### src/design/dpcs_pkg.sv
/*
 * Constants for the dual speed clock select block: configuration bit
 * position, clock figures, divider ratios and the strap detect time.
 * Assumes a single 10 MHz system clock samples every clock pin.
 */
package dpcs_pkg;
    // Configuration word that holds the output disable bit
    localparam logic [7:0] CFG_REG_ADDR = 8'h17;
    localparam int CFG_CLK25_OFF_BIT = 7;
    // Clock figures in MHz
    localparam int OSC_MHZ = 50;
    localparam int OUT_MHZ = 25;
    localparam int XTAL_MHZ = 20;
    localparam int SYS_MHZ = 10;
    // Oscillator edges, both kinds, per period of the 20 MHz clock:
    // five edges make two and a half oscillator periods
    localparam logic [2:0] DIV_HALF_EDGES = 3'h5;
    // Time the crystal pin must stay high before it counts as strapped
    localparam int STRAP_TIME_NS = 2000;
    localparam int SYS_PERIOD_NS = 1000 / SYS_MHZ;
    localparam int STRAP_CYCLES =
        (STRAP_TIME_NS + SYS_PERIOD_NS - 1) / SYS_PERIOD_NS;
    localparam int STRAP_CW = $clog2(STRAP_CYCLES + 1);
    // Source of the 10 Mb/s and auto-negotiation timing
    typedef enum logic [1:0] {
        SRC_XTAL = 2'b01,
        SRC_INT = 2'b10
    } dpcs_src_t;
endpackage

### src/design/dpcs_clock_select.sv
/*
 * Clock sourcing for a dual speed physical layer: 25 MHz output from
 * the 50 MHz oscillator with glitch-free gating, reference input
 * monitoring, crystal or internal 20 MHz timing source selection, and
 * the 10 Mb/s transmit pair drivers.
 * Assumes every clock pin is slow enough relative to clk to be seen as
 * a sampled level; a behavioural stand-in for the analog clock tree.
 */
// Contract
// RULE1: Divide 50 MHz oscillator to make 25 MHz.
// RULE2: Disable input stops the 25 MHz output.
// RULE3: Device resets leave 25 MHz output alone.
// RULE4: Accept 25 MHz reference on reference input.
// RULE5: Crystal clock times 10 Mb/s and negotiation.
// RULE6: Crystal pin high selects internal 20 MHz.
// RULE7: Send 10 Mb/s data on unshielded pair.
// RULE8: Send 10 Mb/s data on shielded pair.
// RULE9: Gate 25 MHz output only while low.
module dpcs_clock_select (
    input wire logic clk,
    input wire logic por_srst,
    input wire logic srst,
    input wire logic soft_srst,
    input wire logic osc_clk_50_in,
    input wire logic ref_clk_in,
    input wire logic xtal_in,
    input wire logic [1:0] tp_rx_pair,
    input wire logic clk_out_disable,
    input wire logic tx10_en,
    input wire logic tx10_data,
    input wire logic link_pulse,
    output logic clk_out_25,
    output logic xtal_out,
    output logic ref_clk_tick,
    output logic tim_20_tick,
    output logic use_internal_20,
    output logic rx10_data,
    output logic [1:0] utp_tx_pair,
    output logic [1:0] stp_tx_pair
);
    import dpcs_pkg::*;

    ////////////////////////////////////////////////////////////////////
    // Pin synchronisers

    logic [4:0] pin_raw;
    logic [4:0] pin_s;
    logic osc_s, ref_s, xtal_s;
    logic [1:0] rx_s;

    assign pin_raw = {tp_rx_pair, xtal_in, ref_clk_in, osc_clk_50_in};
    assign osc_s = pin_s[0];
    assign ref_s = pin_s[1];
    assign xtal_s = pin_s[2];
    assign rx_s = pin_s[4:3];

    // Power-on reset only, so the 25 MHz path keeps running
    dpcs_sync #(.W(5)) u_sync (
        .clk(clk),
        .srst(por_srst),
        .d(pin_raw),
        .q(pin_s)
    );

    // Rising edge test shared by every sampled clock
    function automatic logic rise(input logic now, input logic prev);
        return now & ~prev;
    endfunction

    ////////////////////////////////////////////////////////////////////
    // 25 MHz output: divide by two, gate at low phase

    logic osc_prev;
    logic div25;
    logic gate_on;
    logic osc_rise;
    logic next_div25;
    logic next_gate_on;

    assign osc_rise = rise(osc_s, osc_prev);
    assign next_div25 = osc_rise ? ~div25 : div25; // [RULE1]
    // Gate changes only while the divided clock sits low   [RULE9]
    assign next_gate_on = (next_div25 == 1'b0) ? ~clk_out_disable
                                               : gate_on; // [RULE2]

    // Runs on power-on reset alone; device resets are ignored here
    always_ff @(posedge clk) begin
        if (por_srst) begin // [RULE3]
            osc_prev <= 1'b0;
            div25 <= 1'b0;
            gate_on <= 1'b1;
            clk_out_25 <= 1'b0;
        end else begin
            osc_prev <= osc_s;
            div25 <= next_div25;
            gate_on <= next_gate_on;
            clk_out_25 <= next_div25 & next_gate_on; // [RULE2]
        end
    end

    ////////////////////////////////////////////////////////////////////
    // Reference input monitor

    logic ref_prev;
    logic dev_rst;

    // Either device reset clears the device side
    assign dev_rst = srst | soft_srst | por_srst;

    // The reference may be our own output looped back, so no assumption
    // about its phase against the oscillator is made
    always_ff @(posedge clk) begin
        if (dev_rst) begin
            // Track the pin in reset so release shows no false edge
            ref_prev <= ref_s;
            ref_clk_tick <= 1'b0;
        end else begin
            ref_prev <= ref_s;
            ref_clk_tick <= rise(ref_s, ref_prev); // [RULE4]
        end
    end

    ////////////////////////////////////////////////////////////////////
    // Internal 20 MHz: oscillator half periods counted by five

    logic osc_edge;
    logic [2:0] half_cnt;
    logic int20;
    logic half_wrap;
    logic [2:0] next_half_cnt;
    // Timing source, needed here to hold the divider while unused
    dpcs_src_t src, next_src;

    assign osc_edge = osc_s ^ osc_prev;
    assign half_wrap = osc_edge && (half_cnt == DIV_HALF_EDGES - 3'h1);
    assign next_half_cnt = half_wrap ? 3'h0
                         : osc_edge ? half_cnt + 3'h1 : half_cnt;

    // Divider only runs once the strap selected it   [RULE6]
    always_ff @(posedge clk) begin
        if (dev_rst || src != SRC_INT) begin
            half_cnt <= 3'h0;
            int20 <= 1'b0;
        end else begin
            half_cnt <= next_half_cnt;
            // High for two of every five edges: one rise per 2.5 periods
            int20 <= (next_half_cnt < (DIV_HALF_EDGES >> 1)); // [RULE6]
        end
    end

    ////////////////////////////////////////////////////////////////////
    // Strap detect and timing source selection

    logic [STRAP_CW-1:0] high_cnt;
    logic [STRAP_CW-1:0] next_high_cnt;
    logic strap_seen;
    logic tim_prev;
    logic tim_sel;

    // A running crystal toggles and keeps restarting the count
    assign strap_seen = (high_cnt == STRAP_CW'(STRAP_CYCLES));
    assign next_high_cnt = !xtal_s ? '0
                         : strap_seen ? high_cnt : high_cnt + 1'b1;

    // Strap is latched: once internal, stays until a device reset
    always_comb begin
        case (src)
            SRC_XTAL: next_src = strap_seen ? SRC_INT : SRC_XTAL; // [RULE6]
            SRC_INT: next_src = SRC_INT;
            default: next_src = SRC_XTAL;
        endcase
    end

    always_ff @(posedge clk) begin
        if (dev_rst) begin
            src <= SRC_XTAL;
            high_cnt <= '0;
        end else begin
            src <= next_src;
            high_cnt <= next_high_cnt;
        end
    end

    // Selected timing clock for 10 Mb/s and auto-negotiation
    assign tim_sel = (src == SRC_INT) ? int20 : xtal_s; // [RULE5] [RULE6]

    always_ff @(posedge clk) begin
        if (dev_rst) begin
            // Follow the source in reset: no false tick at release
            tim_prev <= tim_sel;
            tim_20_tick <= 1'b0;
            use_internal_20 <= 1'b0;
            xtal_out <= 1'b0;
        end else begin
            tim_prev <= tim_sel;
            tim_20_tick <= rise(tim_sel, tim_prev); // [RULE5]
            use_internal_20 <= (next_src == SRC_INT);
            // Crystal feedback only while the crystal is the source
            xtal_out <= (next_src == SRC_XTAL) ? ~xtal_s : 1'b0;
        end
    end

    ////////////////////////////////////////////////////////////////////
    // 10 Mb/s transmit pairs and receive level

    logic tx_active;
    logic tx_bit;
    logic [1:0] next_pair;

    // Link pulses go out even with no frame in progress
    assign tx_active = tx10_en | link_pulse;
    assign tx_bit = tx10_en ? tx10_data : 1'b1;
    // Pair order is {minus, plus}; idle leaves both legs low
    assign next_pair = tx_active ? {~tx_bit, tx_bit} : 2'b00;

    always_ff @(posedge clk) begin
        if (dev_rst) begin
            utp_tx_pair <= 2'b00;
            stp_tx_pair <= 2'b00;
            rx10_data <= 1'b0;
        end else begin
            utp_tx_pair <= next_pair; // [RULE7]
            stp_tx_pair <= next_pair; // [RULE8]
            rx10_data <= rx_s[0] & ~rx_s[1];
        end
    end
endmodule // dpcs_clock_select

### src/design/dpcs_sync.sv
/*
 * Two flip-flop synchroniser for a bundle of pin levels.
 * Assumes each bit is an independent level; no bus coherence.
 */
module dpcs_sync #(
    parameter int W = 1
) (
    input wire logic clk,
    input wire logic srst,
    input wire logic [W-1:0] d,
    output logic [W-1:0] q
);
    logic [W-1:0] meta;

    // First stage feeds only the second stage
    always_ff @(posedge clk) begin
        if (srst) begin
            meta <= '0;
            q <= '0;
        end else begin
            meta <= d;
            q <= meta;
        end
    end
endmodule // dpcs_sync

### config.mk
export PLATFORM = sky130hd
export DESIGN_NAME = dpcs_clock_select
export DESIGN_NICKNAME = d
export VERILOG_FILES = /design/src/design/dpcs_pkg.sv /design/src/design/dpcs_clock_select.sv /design/src/design/dpcs_sync.sv
export SDC_FILE = /design/constraint.sdc
export NUM_CORES = 1
export LEC_CHECK = 0
export ABC_CLOCK_PERIOD_IN_PS = 1920
export BUFFER_PORTS_ARGS = -buffer_cell sky130_fd_sc_hd__buf_2
export CAP_MARGIN = 20
export CORE_MARGIN = 3
export CORE_UTILIZATION = 52
export DETAILED_ROUTE_END_ITERATION = 12
export MAX_ROUTING_LAYER = met4
export PLACE_DENSITY_LB_ADDON = 0.3
export SLEW_MARGIN = 15
export SYNTH_ARGS = -nofsm -noshare
export SYNTH_HDL_FRONTEND = slang
export SYNTH_HIERARCHICAL = 1
export SYNTH_SLANG_ARGS = --single-unit
### constraint.sdc
create_clock -name clk -period 1.92 [get_ports clk]
set_clock_uncertainty 0.2 [all_clocks]
set_input_delay 0.192 -clock clk [delete_from_list [all_inputs] [get_ports clk]]
set_output_delay 0.192 -clock clk [all_outputs]
set_load 0.02 [all_outputs]
==> results of run 1 <==
## how the worst max path moves through the flow
stage | start | to | slack, ns | depth (start not counted)
2_1_floorplan | high_cnt[0]$_SDFFE_PP0N_ | xtal_out$_SDFF_PP0_ | 0.30 | 6
3_3_place_gp | high_cnt[0]$_SDFFE_PP0N_ | xtal_out$_SDFF_PP0_ | 0.31 | 5
3_5_place_dp | high_cnt[0]$_SDFFE_PP0N_ | xtal_out$_SDFF_PP0_ | 0.25 | 5
4_1_cts | high_cnt[0]$_SDFFE_PP0N_ | xtal_out$_SDFF_PP0_ | 0.22 | 5
5_1_grt | high_cnt[0]$_SDFFE_PP0N_ | xtal_out$_SDFF_PP0_ | 0.12 | 5
6_report | high_cnt[0]$_SDFFE_PP0N_ | xtal_out$_SDFF_PP0_ | 0.22 | 5
## critical path, cell delays in order, from the launching register on
cell and delay, ns:
dfxtp_1 0.37, inv_1 0.08, ha_1 0.19, and4b_1 0.27, and2_4 0.21, a2111oi_4 0.29
## power by group
group	total, mW	internal, mW	leakage [nW]	switching, mW
clock network	0.405	0.176	0.0343	0.229
registers	0.730	0.724	0.277	0.00640
logic	0.0873	0.0526	0.395	0.0348
total	1.22	0.952	0.706	0.270
## layer usage
| metal | vias up | wire length, um | GRT usage |
|---|---|---|---|
| met5 | - | 0 | - |
| met4 | 0 | 35 | 0.0954 |
| met3 | 4 | 105 | 0.0599 |
| met2 | 20 | 1100 | 0.305 |
| met1 | 398 | 826 | 0.149 |
| li1 | 451 | - | - |
## flip-flops by register name, indices dropped and copies added, names as in the netlist
signal and cells:
xtal_out 1, ref_prev 1, clk_out_25 1, rx10_data 1, src 2, stp_tx_pair 2
high_cnt 5, half_cnt 3, gate_on 1, use_internal_20 1, u_sync/meta 5, tim_prev 1
ref_clk_tick 1, osc_prev 1, tim_20_tick 1, div25 1, u_sync/q 5, int20 1
## kinds of logic (layout without fill, tap and decap cells)
| logic type | Yosys count | in the layout |
|---|---|---|
| AND/OR/NAND/NOR | 42 | 42 |
| flip-flops | 34 | 34 |
| buffers and inverters | 11 | 55 |
| AO/OA/AOI/OAI | 10 | 10 |
| adder cells (fa/ha/maj) | 7 | 7 |
| XOR/XNOR | 5 | 5 |
| multiplexers | 4 | 4 |
## cell usage in the layout (no fill, tap or decap)
cell / synthesis / layout
a2111oi_4: 1 / 1
a211o_1: 1 / 1
a211oi_1: 1 / 1
a21boi_0: 1 / 1
a21oi_1: 2 / 2
a22oi_1: 1 / 1
and2_1: 1 / 1
and2_4: 1 / 1
and3b_1: 1 / 1
and4b_1: 1 / 1
buf_2: 0 / 22
buf_4: 2 / 1
clkbuf_4: 0 / 5
clkbuf_8: 0 / 1
clkinv_2: 0 / 1
clkinvlp_4: 0 / 1
dfxtp_1: 34 / 34
dlygate4sd3_1: 0 / 17
ha_1: 7 / 7
inv_1: 7 / 7
mux2_2: 1 / 1
mux2i_1: 3 / 3
nand2_1: 4 / 4
nand3_1: 2 / 2
nor2_1: 12 / 12
nor2b_1: 13 / 13
nor3_1: 3 / 3
nor3b_1: 3 / 3
o21a_1: 1 / 1
o21ai_0: 1 / 1
o21bai_1: 1 / 1
or3_1: 1 / 1
xnor2_1: 1 / 1
xor2_1: 4 / 4
## per-stage QoR
step	total power, mW	util	hold slack, ns	cells	worst slack, ns
floorplan	0.780	-	0.0636	113	0.305
global placement	0.803	0.642	0.130	159	0.309
detailed placement	0.806	0.642	0.133	159	0.254
CTS	1.24	0.753	0.0408	184	0.221
global route	1.28	0.753	0.0488	184	0.121
finish	1.22	0.753	0.0399	184	0.225
## what timing repair did
action | 4_1_cts | 5_1_grt
hold buffers | 17 | 0
hold endpoints to repair | 14 | 0
setup buffers | 0 | 0
## area by class of cell
class / count / area [um2]
Sequential cell: 34 / 681
Fill cell: 151 / 519
Multi-Input combinational cell: 68 / 490
Timing Repair Buffer: 40 / 288
Clock buffer: 6 / 51.3
Tap cell: 27 / 33.8
Inverter: 7 / 26.3
Clock inverter: 2 / 12.5
==> impl_metrics.yaml, run 1 <==
layout:
  area.growth.synth_to_final_pct: 29.0
  drive_gt1_frac: 0.217
  diodes: 0
  postLayoutCellArea_mm2: 0.00158
  nets: 176
flow_run:
  cap_violations: 0
synth:
  synth_flop_cell: "dfxtp_1"
  synth-async-reset-ratio: 0
  synth_top_area_frac: 0.555
  synth_edf_count: 0
  synth_area_leaders: "dfxtp_1 (55%), ha_1 (7.1%), nor2b_1 (6.6%), nor2_1 (3.7%), xor2_1 (2.9%)"
  synth_compound_area_frac: 0.0724
  yosys-top-cells-count: "dfxtp_1 (34), nor2b_1 (13), nor2_1 (12)"
  synth.distinct_cells: 30
  yosysWarnings: 6
  synth_adder_area_share: 0.0714
  syn_area_mm2: 0.00123
  synth_top_family_by_area: "simple AND/OR/NAND/NOR gates"
  syn-num-nets: 133
  avgSynthCellArea_um2: 10.9
  synth.most_common_cell: "dfxtp_1"
  synth_xor_area_frac: 0.0357
  synthSimpleGateAreaFrac: 0.187
  syn_inst: 113
  yosysTopAreaCell: "dfxtp_1"
  synth_seq_cells: 34
  synth.area.mux_share: 0.0336
  yosysSeqAreaShare: 0.555
sta:
  relSlewSlack: 0.823
  fin_setup_tns_ns: 0
  drv_slew: 0
  fmax_ghz: 0.590
  fin_crit_ns: 1.70
  finalHoldViolCount: 0
  tightest_slew_ns: 0.266
  setup_viol: 0
  rsz0062_at_grt: "false"
  final.period_utilization: 0.883
clocking:
  clockBufferDepth: 2
  cts_sinks: 34
  clock_latency_ns: 0.32
  cts_resized: 0
  cts_tree: "built"
  root_buffer: "clkbuf_4"
  numCtsBuffers: 5
  htreeDepth: 2
  clkTransAtPathRegs_ns: 0.10
critical_path:
  r2r-start: "high_cnt[0]$_SDFFE_PP0N_"
  crit_required_ns: 1.95
  end_kind: "register"
  worst_setup_path_start_kind: "register"
  crit_fanout: 6
  regToRegEndpoint: "xtal_out$_SDFF_PP0_"
  arrival_ns: 1.72
  critPathKind: "register to register"
  ff2ff_path_depth: 5
  r2r_slack_ns: 0.22
route:
  avgViaCountPerCell: 4.74
  wl_um: 2070
  drt_pre_antenna_iters: 4
  drc: 0
  antenna_left: 0
  drtIter0Drc: 9
  avgRoutedWirePerCell_um: 11.2
  via_count: 873
global_routing:
  grt_pass1_vias: 865
  grt_usage: 0.169
  grt-ovfl-total: 0
  grt_max_degree: 12
  grt_pass1_wl_um: 3310
  antenna_found_initial: 0
die:
  dieArea_mm2: 0.00298
  io_pins: 23
  core_mm2: 0.00210
  die_h_um: 54.6
  die_w_um: 54.6
  rows: 16
  start_util: 0.584
pwr:
  ir_drop_mv: 0.697
  cellLeakagePower_nw: 0.706
  pwr_density_cell_mw_per_mm2: 772
placed_design:
  port_buffers: 22
  dp_hpwl_um: 1330
  dpl_cell_area_mm2: 0.00135
  gp_congestion: 0.694
min_path:
  hold_end: "src[0]$_SDFF_PP1_"
  min-delay-start: "srst"
  min_path_cells: 4
  hold_path_class: "primary input to register"
outcome:
  status: "completed"
Note: power is estimated with default switching activity, not from simulation.
==> run 2, diff against run 1 <==
--- a/config.mk
+++ b/config.mk
@@ -16,5 +16,4 @@
 export SLEW_MARGIN = 15
 export SYNTH_ARGS = -nofsm -noshare
 export SYNTH_HDL_FRONTEND = slang
-export SYNTH_HIERARCHICAL = 1
 export SYNTH_SLANG_ARGS = --single-unit
==> impl_metrics.yaml, run 2 <==
route:
  drc: 0
  via_count: 904
  avgViaCountPerCell: 4.91
  drt_pre_antenna_iters: 4
  wl_um: 2360
  avgRoutedWirePerCell_um: 12.8
  antenna_left: 0
  drtIter0Drc: 9
synth:
  yosys-top-cells-count: "dfxtp_1 (34), nor2b_1 (13), nor2_1 (12)"
  synth.distinct_cells: 30
  synth_seq_cells: 34
  syn_inst: 114
  synth_area_leaders: "dfxtp_1 (55%), ha_1 (7.1%), nor2b_1 (6.6%), nor2_1 (3.7%), xor2_1 (2.8%)"
  synth_top_area_frac: 0.553
  avgSynthCellArea_um2: 10.8
  syn-num-nets: 134
  yosysSeqAreaShare: 0.553
  synth_flop_cell: "dfxtp_1"
  yosysWarnings: 0
  synth_edf_count: 0
  syn_area_mm2: 0.00123
  synth-async-reset-ratio: 0
  synth.most_common_cell: "dfxtp_1"
  yosysTopAreaCell: "dfxtp_1"
clocking:
  cts_tree: "built"
  numCtsBuffers: 5
  clock_latency_ns: 0.32
  clkTransAtPathRegs_ns: 0.09
  clockBufferDepth: 2
  cts_sinks: 34
  root_buffer: "clkbuf_4"
  cts_resized: 0
  htreeDepth: 2
layout:
  area.growth.synth_to_final_pct: 29.5
  nets: 176
  final_common_cell: "dfxtp_1"
  postLayoutCellArea_mm2: 0.00159
  diodes: 0
  drive_gt1_frac: 0.204
  top_regs: "high_cnt (5), u_sync.meta (5), u_sync.q (5)"
  final_cell_mix: "dfxtp_1 (34), buf_2 (22), dlygate4sd3_1 (17)"
sta:
  fin_setup_tns_ns: 0
  setup_viol: 0
  fmax_ghz: 0.595
  drv_slew: 0
  final.period_utilization: 0.875
  worst_slack_ns: 0.240
  tightest_slew_ns: 0.278
  rsz0062_at_grt: "false"
  hold_ws_ns: 0.0265
  relSlewSlack: 0.814
  finalHoldViolCount: 0
  fin_crit_ns: 1.68
flow_run:
  cap_violations: 0
global_routing:
  antenna_found_initial: 0
  grt-ovfl-total: 0
  grt_max_degree: 11
  grt_usage: 0.193
  grt_pass1_vias: 893
  grt_pass1_wl_um: 3750
critical_path:
  cp_slowest_stage_delay_ns: 0.36
  crit_chain: "inv_1 -> ha_1 -> and4b_1 -> and2_4 -> a2111oi_4"
  critPathKind: "register to register"
  worst_path_max_delay_cell: "dfxtp_1"
  crit_family: "simple AND/OR/NAND/NOR gates"
  end_kind: "register"
  crit_fanout: 6
  arrival_ns: 1.71
  worst_setup_path_start_kind: "register"
  r2r-start: "high_cnt[0]$_SDFFE_PP0N_"
  crit_required_ns: 1.95
  worst-path-buf-inv: 1
  startpoint: "high_cnt[0]$_SDFFE_PP0N_"
die:
  dieArea_mm2: 0.00299
  rows: 16
  die_w_um: 54.7
  start_util: 0.586
  die_h_um: 54.7
  core_mm2: 0.00210
  io_pins: 23
pwr:
  combPwrFrac: 0.069
  total_power_mw: 1.32
  switching_power_uw: 264
  p_seq_frac: 0.555
  p_sw_frac: 0.201
  clock_power_share: 0.376
  ir_drop_mv: 0.663
  internal-power_mw: 1.05
  cellLeakagePower_nw: 0.712
  pwr_density_cell_mw_per_mm2: 826
min_path:
  hold_path_class: "primary input to register"
  min-delay-start: "srst"
outcome:
  status: "completed"
placed_design:
  dp_slack_ns: 0.257
  gp_congestion: 0.685
  dp_hpwl_um: 1390
  port_buffers: 22
  dpl_cell_area_mm2: 0.00135
## run 2: final timing paths
path,end,cells after the start,slack [ns]
min reg2reg,ref_prev$_DFF_P_,0,0.16
min,src[0]$_SDFF_PP1_,4,0.03
max reg2reg,xtal_out$_SDFF_PP0_,5,0.24
max,xtal_out$_SDFF_PP0_,5,0.24
## run 2: through the flow
stage	cells	util
floorplan	114	-
global placement	159	0.642
detailed placement	159	0.642
CTS	184	0.758
global route	184	0.758
finish	184	0.758
## run 2: layer usage
layer  global-route usage  vias to the layer above  share of wire  wire length, um
li1                     -                      450              -                -
met1                0.178                      420           0.38              892
met2                0.329                       28           0.53             1260
met3               0.0872                        6          0.065              153
met4                0.108                        0          0.026               61
met5                    -                        -              0                0
## run 2: layout make-up
cell class | instances | area [um2]
timing repair buffer | 40 | 288
inverter | 7 | 26.3
clock inverter | 1 | 30.0
sequential | 34 | 681
fill | 142 | 508
clock buffer | 7 | 45.0
multi-input combinational | 68 | 490
tap | 27 | 33.8
## run 2: logic make-up (layout without fill, tap and decap cells)
| group | Yosys count | after routing | synth area share |
|---|---|---|---|
| and+or+nand+nor | 42 | 42 | 0.186 |
| DFF | 34 | 34 | 0.553 |
| buffers and inverters | 12 | 55 | 0.0488 |
| AOI/OAI and AO/OA | 10 | 10 | 0.0722 |
| adders and majority gates | 7 | 7 | 0.0711 |
| xor gates and xnor gates | 5 | 5 | 0.0356 |
| muxes | 4 | 4 | 0.0335 |
## run 2: power groups by stage
| stage | sequential [mW] | combinational (mW) | clock [mW] |
|---|---|---|---|
| 2_1_floorplan | 0.750 | 0.0332 | 0 |
| 3_3_place_gp | 0.746 | 0.0573 | 0 |
| 3_5_place_dp | 0.746 | 0.0609 | 0 |
| 4_1_cts | 0.730 | 0.0872 | 0.513 |
| 5_1_grt | 0.733 | 0.0985 | 0.544 |
| 6_report | 0.731 | 0.0902 | 0.495 |
## run 2: what timing repair did
item,4_1_cts,5_1_grt
hold buffers,17,0
endpoints found under the hold margin,14,0
buffers inserted,0,0
## run 2: worst min-delay path, cell delays in order
cell and delay [ns]:
buf_2 0.09, nor3_1 0.04, buf_4 0.14, o21ai_0 0.06
==> run 3, diff against run 2 <==
--- a/config.mk
+++ b/config.mk
@@ -8,8 +8,11 @@
 export ABC_CLOCK_PERIOD_IN_PS = 1920
 export BUFFER_PORTS_ARGS = -buffer_cell sky130_fd_sc_hd__buf_2
 export CAP_MARGIN = 20
+export CELL_PAD_IN_SITES_DETAIL_PLACEMENT = 1
+export CELL_PAD_IN_SITES_GLOBAL_PLACEMENT = 1
+export CORE_ASPECT_RATIO = 0.5
 export CORE_MARGIN = 3
-export CORE_UTILIZATION = 52
+export CORE_UTILIZATION = 41
 export DETAILED_ROUTE_END_ITERATION = 12
 export MAX_ROUTING_LAYER = met4
 export PLACE_DENSITY_LB_ADDON = 0.3
==> impl_metrics.yaml, run 3 (synthesized netlist as in run 2, its figures left out) <==
sta:
  setup_viol: 0
  relSlewSlack: 0.653
  fmax_ghz: 0.575
  fin_setup_tns_ns: 0
  hold_ws_ns: 0.00146
  finalHoldViolCount: 0
  tightest_slew_ns: 0.516
  fin_crit_ns: 1.74
  drv_slew: 0
  rsz0062_at_grt: "false"
  final.period_utilization: 0.906
outcome:
  status: "completed"
pwr:
  pwr_density_cell_mw_per_mm2: 881
  ir_drop_mv: 0.437
  total_power_mw: 1.33
  cellLeakagePower_nw: 0.659
global_routing:
  grt_pass1_wl_um: 4080
  grt_usage: 0.147
  antenna_found_initial: 0
  grt_pass1_vias: 928
  grt-ovfl-total: 0
  grt_max_degree: 16
route:
  via_count: 835
  avgRoutedWirePerCell_um: 12.6
  drc: 0
  drtIter0Drc: 11
  drt_pre_antenna_iters: 3
  antenna_left: 0
  wl_um: 2290
  avgViaCountPerCell: 4.59
clocking:
  clock_latency_ns: 0.28
  root_buffer: "clkbuf_8"
  cts_sinks: 34
  cts_tree: "built"
  numCtsBuffers: 5
  post-cts-setup-buffers: 0
  clkTransAtPathRegs_ns: 0.07
  clockBufferDepth: 2
  htreeDepth: 2
layout:
  drive_gt1_frac: 0.221
  diodes: 0
  top_regs: "high_cnt (5), u_sync.meta (5), u_sync.q (5)"
  fillers: 303
  final_cell_mix: "dfxtp_1 (34), buf_2 (22), nor2b_1 (13)"
  nets: 164
  final_common_cell: "dfxtp_1"
  area.growth.synth_to_final_pct: 22.3
  fin_cells: 182
critical_path:
  crit_required_ns: 1.91
  worst_setup_path_start_kind: "register"
  crit_fanout: 6
  worst_path_max_delay_cell: "dfxtp_1"
  end_kind: "register"
  cp_slowest_stage_delay_ns: 0.37
  critPathKind: "register to register"
  arrival_ns: 1.72
  crit_chain: "inv_1 -> ha_1 -> and4b_1 -> and2_4 -> a2111oi_4"
die:
  core_mm2: 0.00272
  dieArea_mm2: 0.00374
  die_w_um: 83.5
  rows: 13
  die_h_um: 44.8
  start_util: 0.453
  io_pins: 23
placed_design:
  dp_hpwl_um: 1650
  port_buffers: 22
  placed_cells: 168
  gp_congestion: 0.753
flow_run:
  cap_violations: 0
min_path:
  hold_path_class: "primary input to register"
run 3: cell count changes in the layout (fill, tap and decap cells not counted):
cell,before,now
clkbuf_4,5,0
clkbuf_1,2,1
clkbuf_8,0,6
buf_4,1,0
clkinv_2,0,1
bufinv_16,1,0
dlygate4sd3_1,17,6
run 3: path summary, 6_finish.rpt:
path | cells after the start | startpoint | slack [ns] | endpoint
worst max-delay path | 5 | high_cnt[0]$_SDFFE_PP0N_ | 0.18 | xtal_out$_SDFF_PP0_
worst min-delay path | 3 | link_pulse | 0.001 | stp_tx_pair[0]$_SDFF_PP0_
worst max register to register | 5 | high_cnt[0]$_SDFFE_PP0N_ | 0.18 | xtal_out$_SDFF_PP0_
worst min register to register | 0 | u_sync.q[1]$_SDFF_PP0_ | 0.16 | ref_prev$_DFF_P_
run 3: what timing repair did:
item                                   CTS  global route
resized for setup                        0             0
endpoints found under the hold margin    6             0
hold buffers                             6             0
run 3: per-stage QoR:
step	area (um2)	util	worst slack, ns
after floorplan	1230	-	0.306
after global placement	1350	0.498	0.290
after detailed placement	1350	0.498	0.222
after CTS	1510	0.554	0.184
after global routing	1510	0.554	0.0756
final	1510	0.554	0.181
run 3: area by class of cell:
type / count / area [um2] / area share
multi-input cells: 68 / 490 / 0.326
clock buffers: 7 / 86.3 / 0.0574
inverters: 7 / 26.3 / 0.0175
repair buffers: 28 / 170 / 0.113
well taps: 37 / 46.3 / 0.0308
clock inverters: 1 / 5.00 / 0.00333
flip-flops and latches: 34 / 681 / 0.452
run 3: power breakdown:
part,internal (mW),leakage [nW],switching (mW)
logic,0.0372,0.334,0.0324
clock network,0.289,0.0482,0.236
registers,0.724,0.277,0.00646
total,1.05,0.659,0.275
run 3: critical path, delay by kind of cell (launching register included):
kind            cells  cell delay [ns]
flops               1             0.37
fa+ha+maj           1             0.20
simple gates        2             0.49
compound gates      1             0.29
buf+inv             1             0.09
run 3: per-layer routing:
metal	up-vias	share of wire	global-route usage
met2	9	0.51	0.271
met1	396	0.45	0.155
met4	0	0.0026	0.0481
met3	2	0.033	0.0492
li1	428	-	-
met5	-	0	-
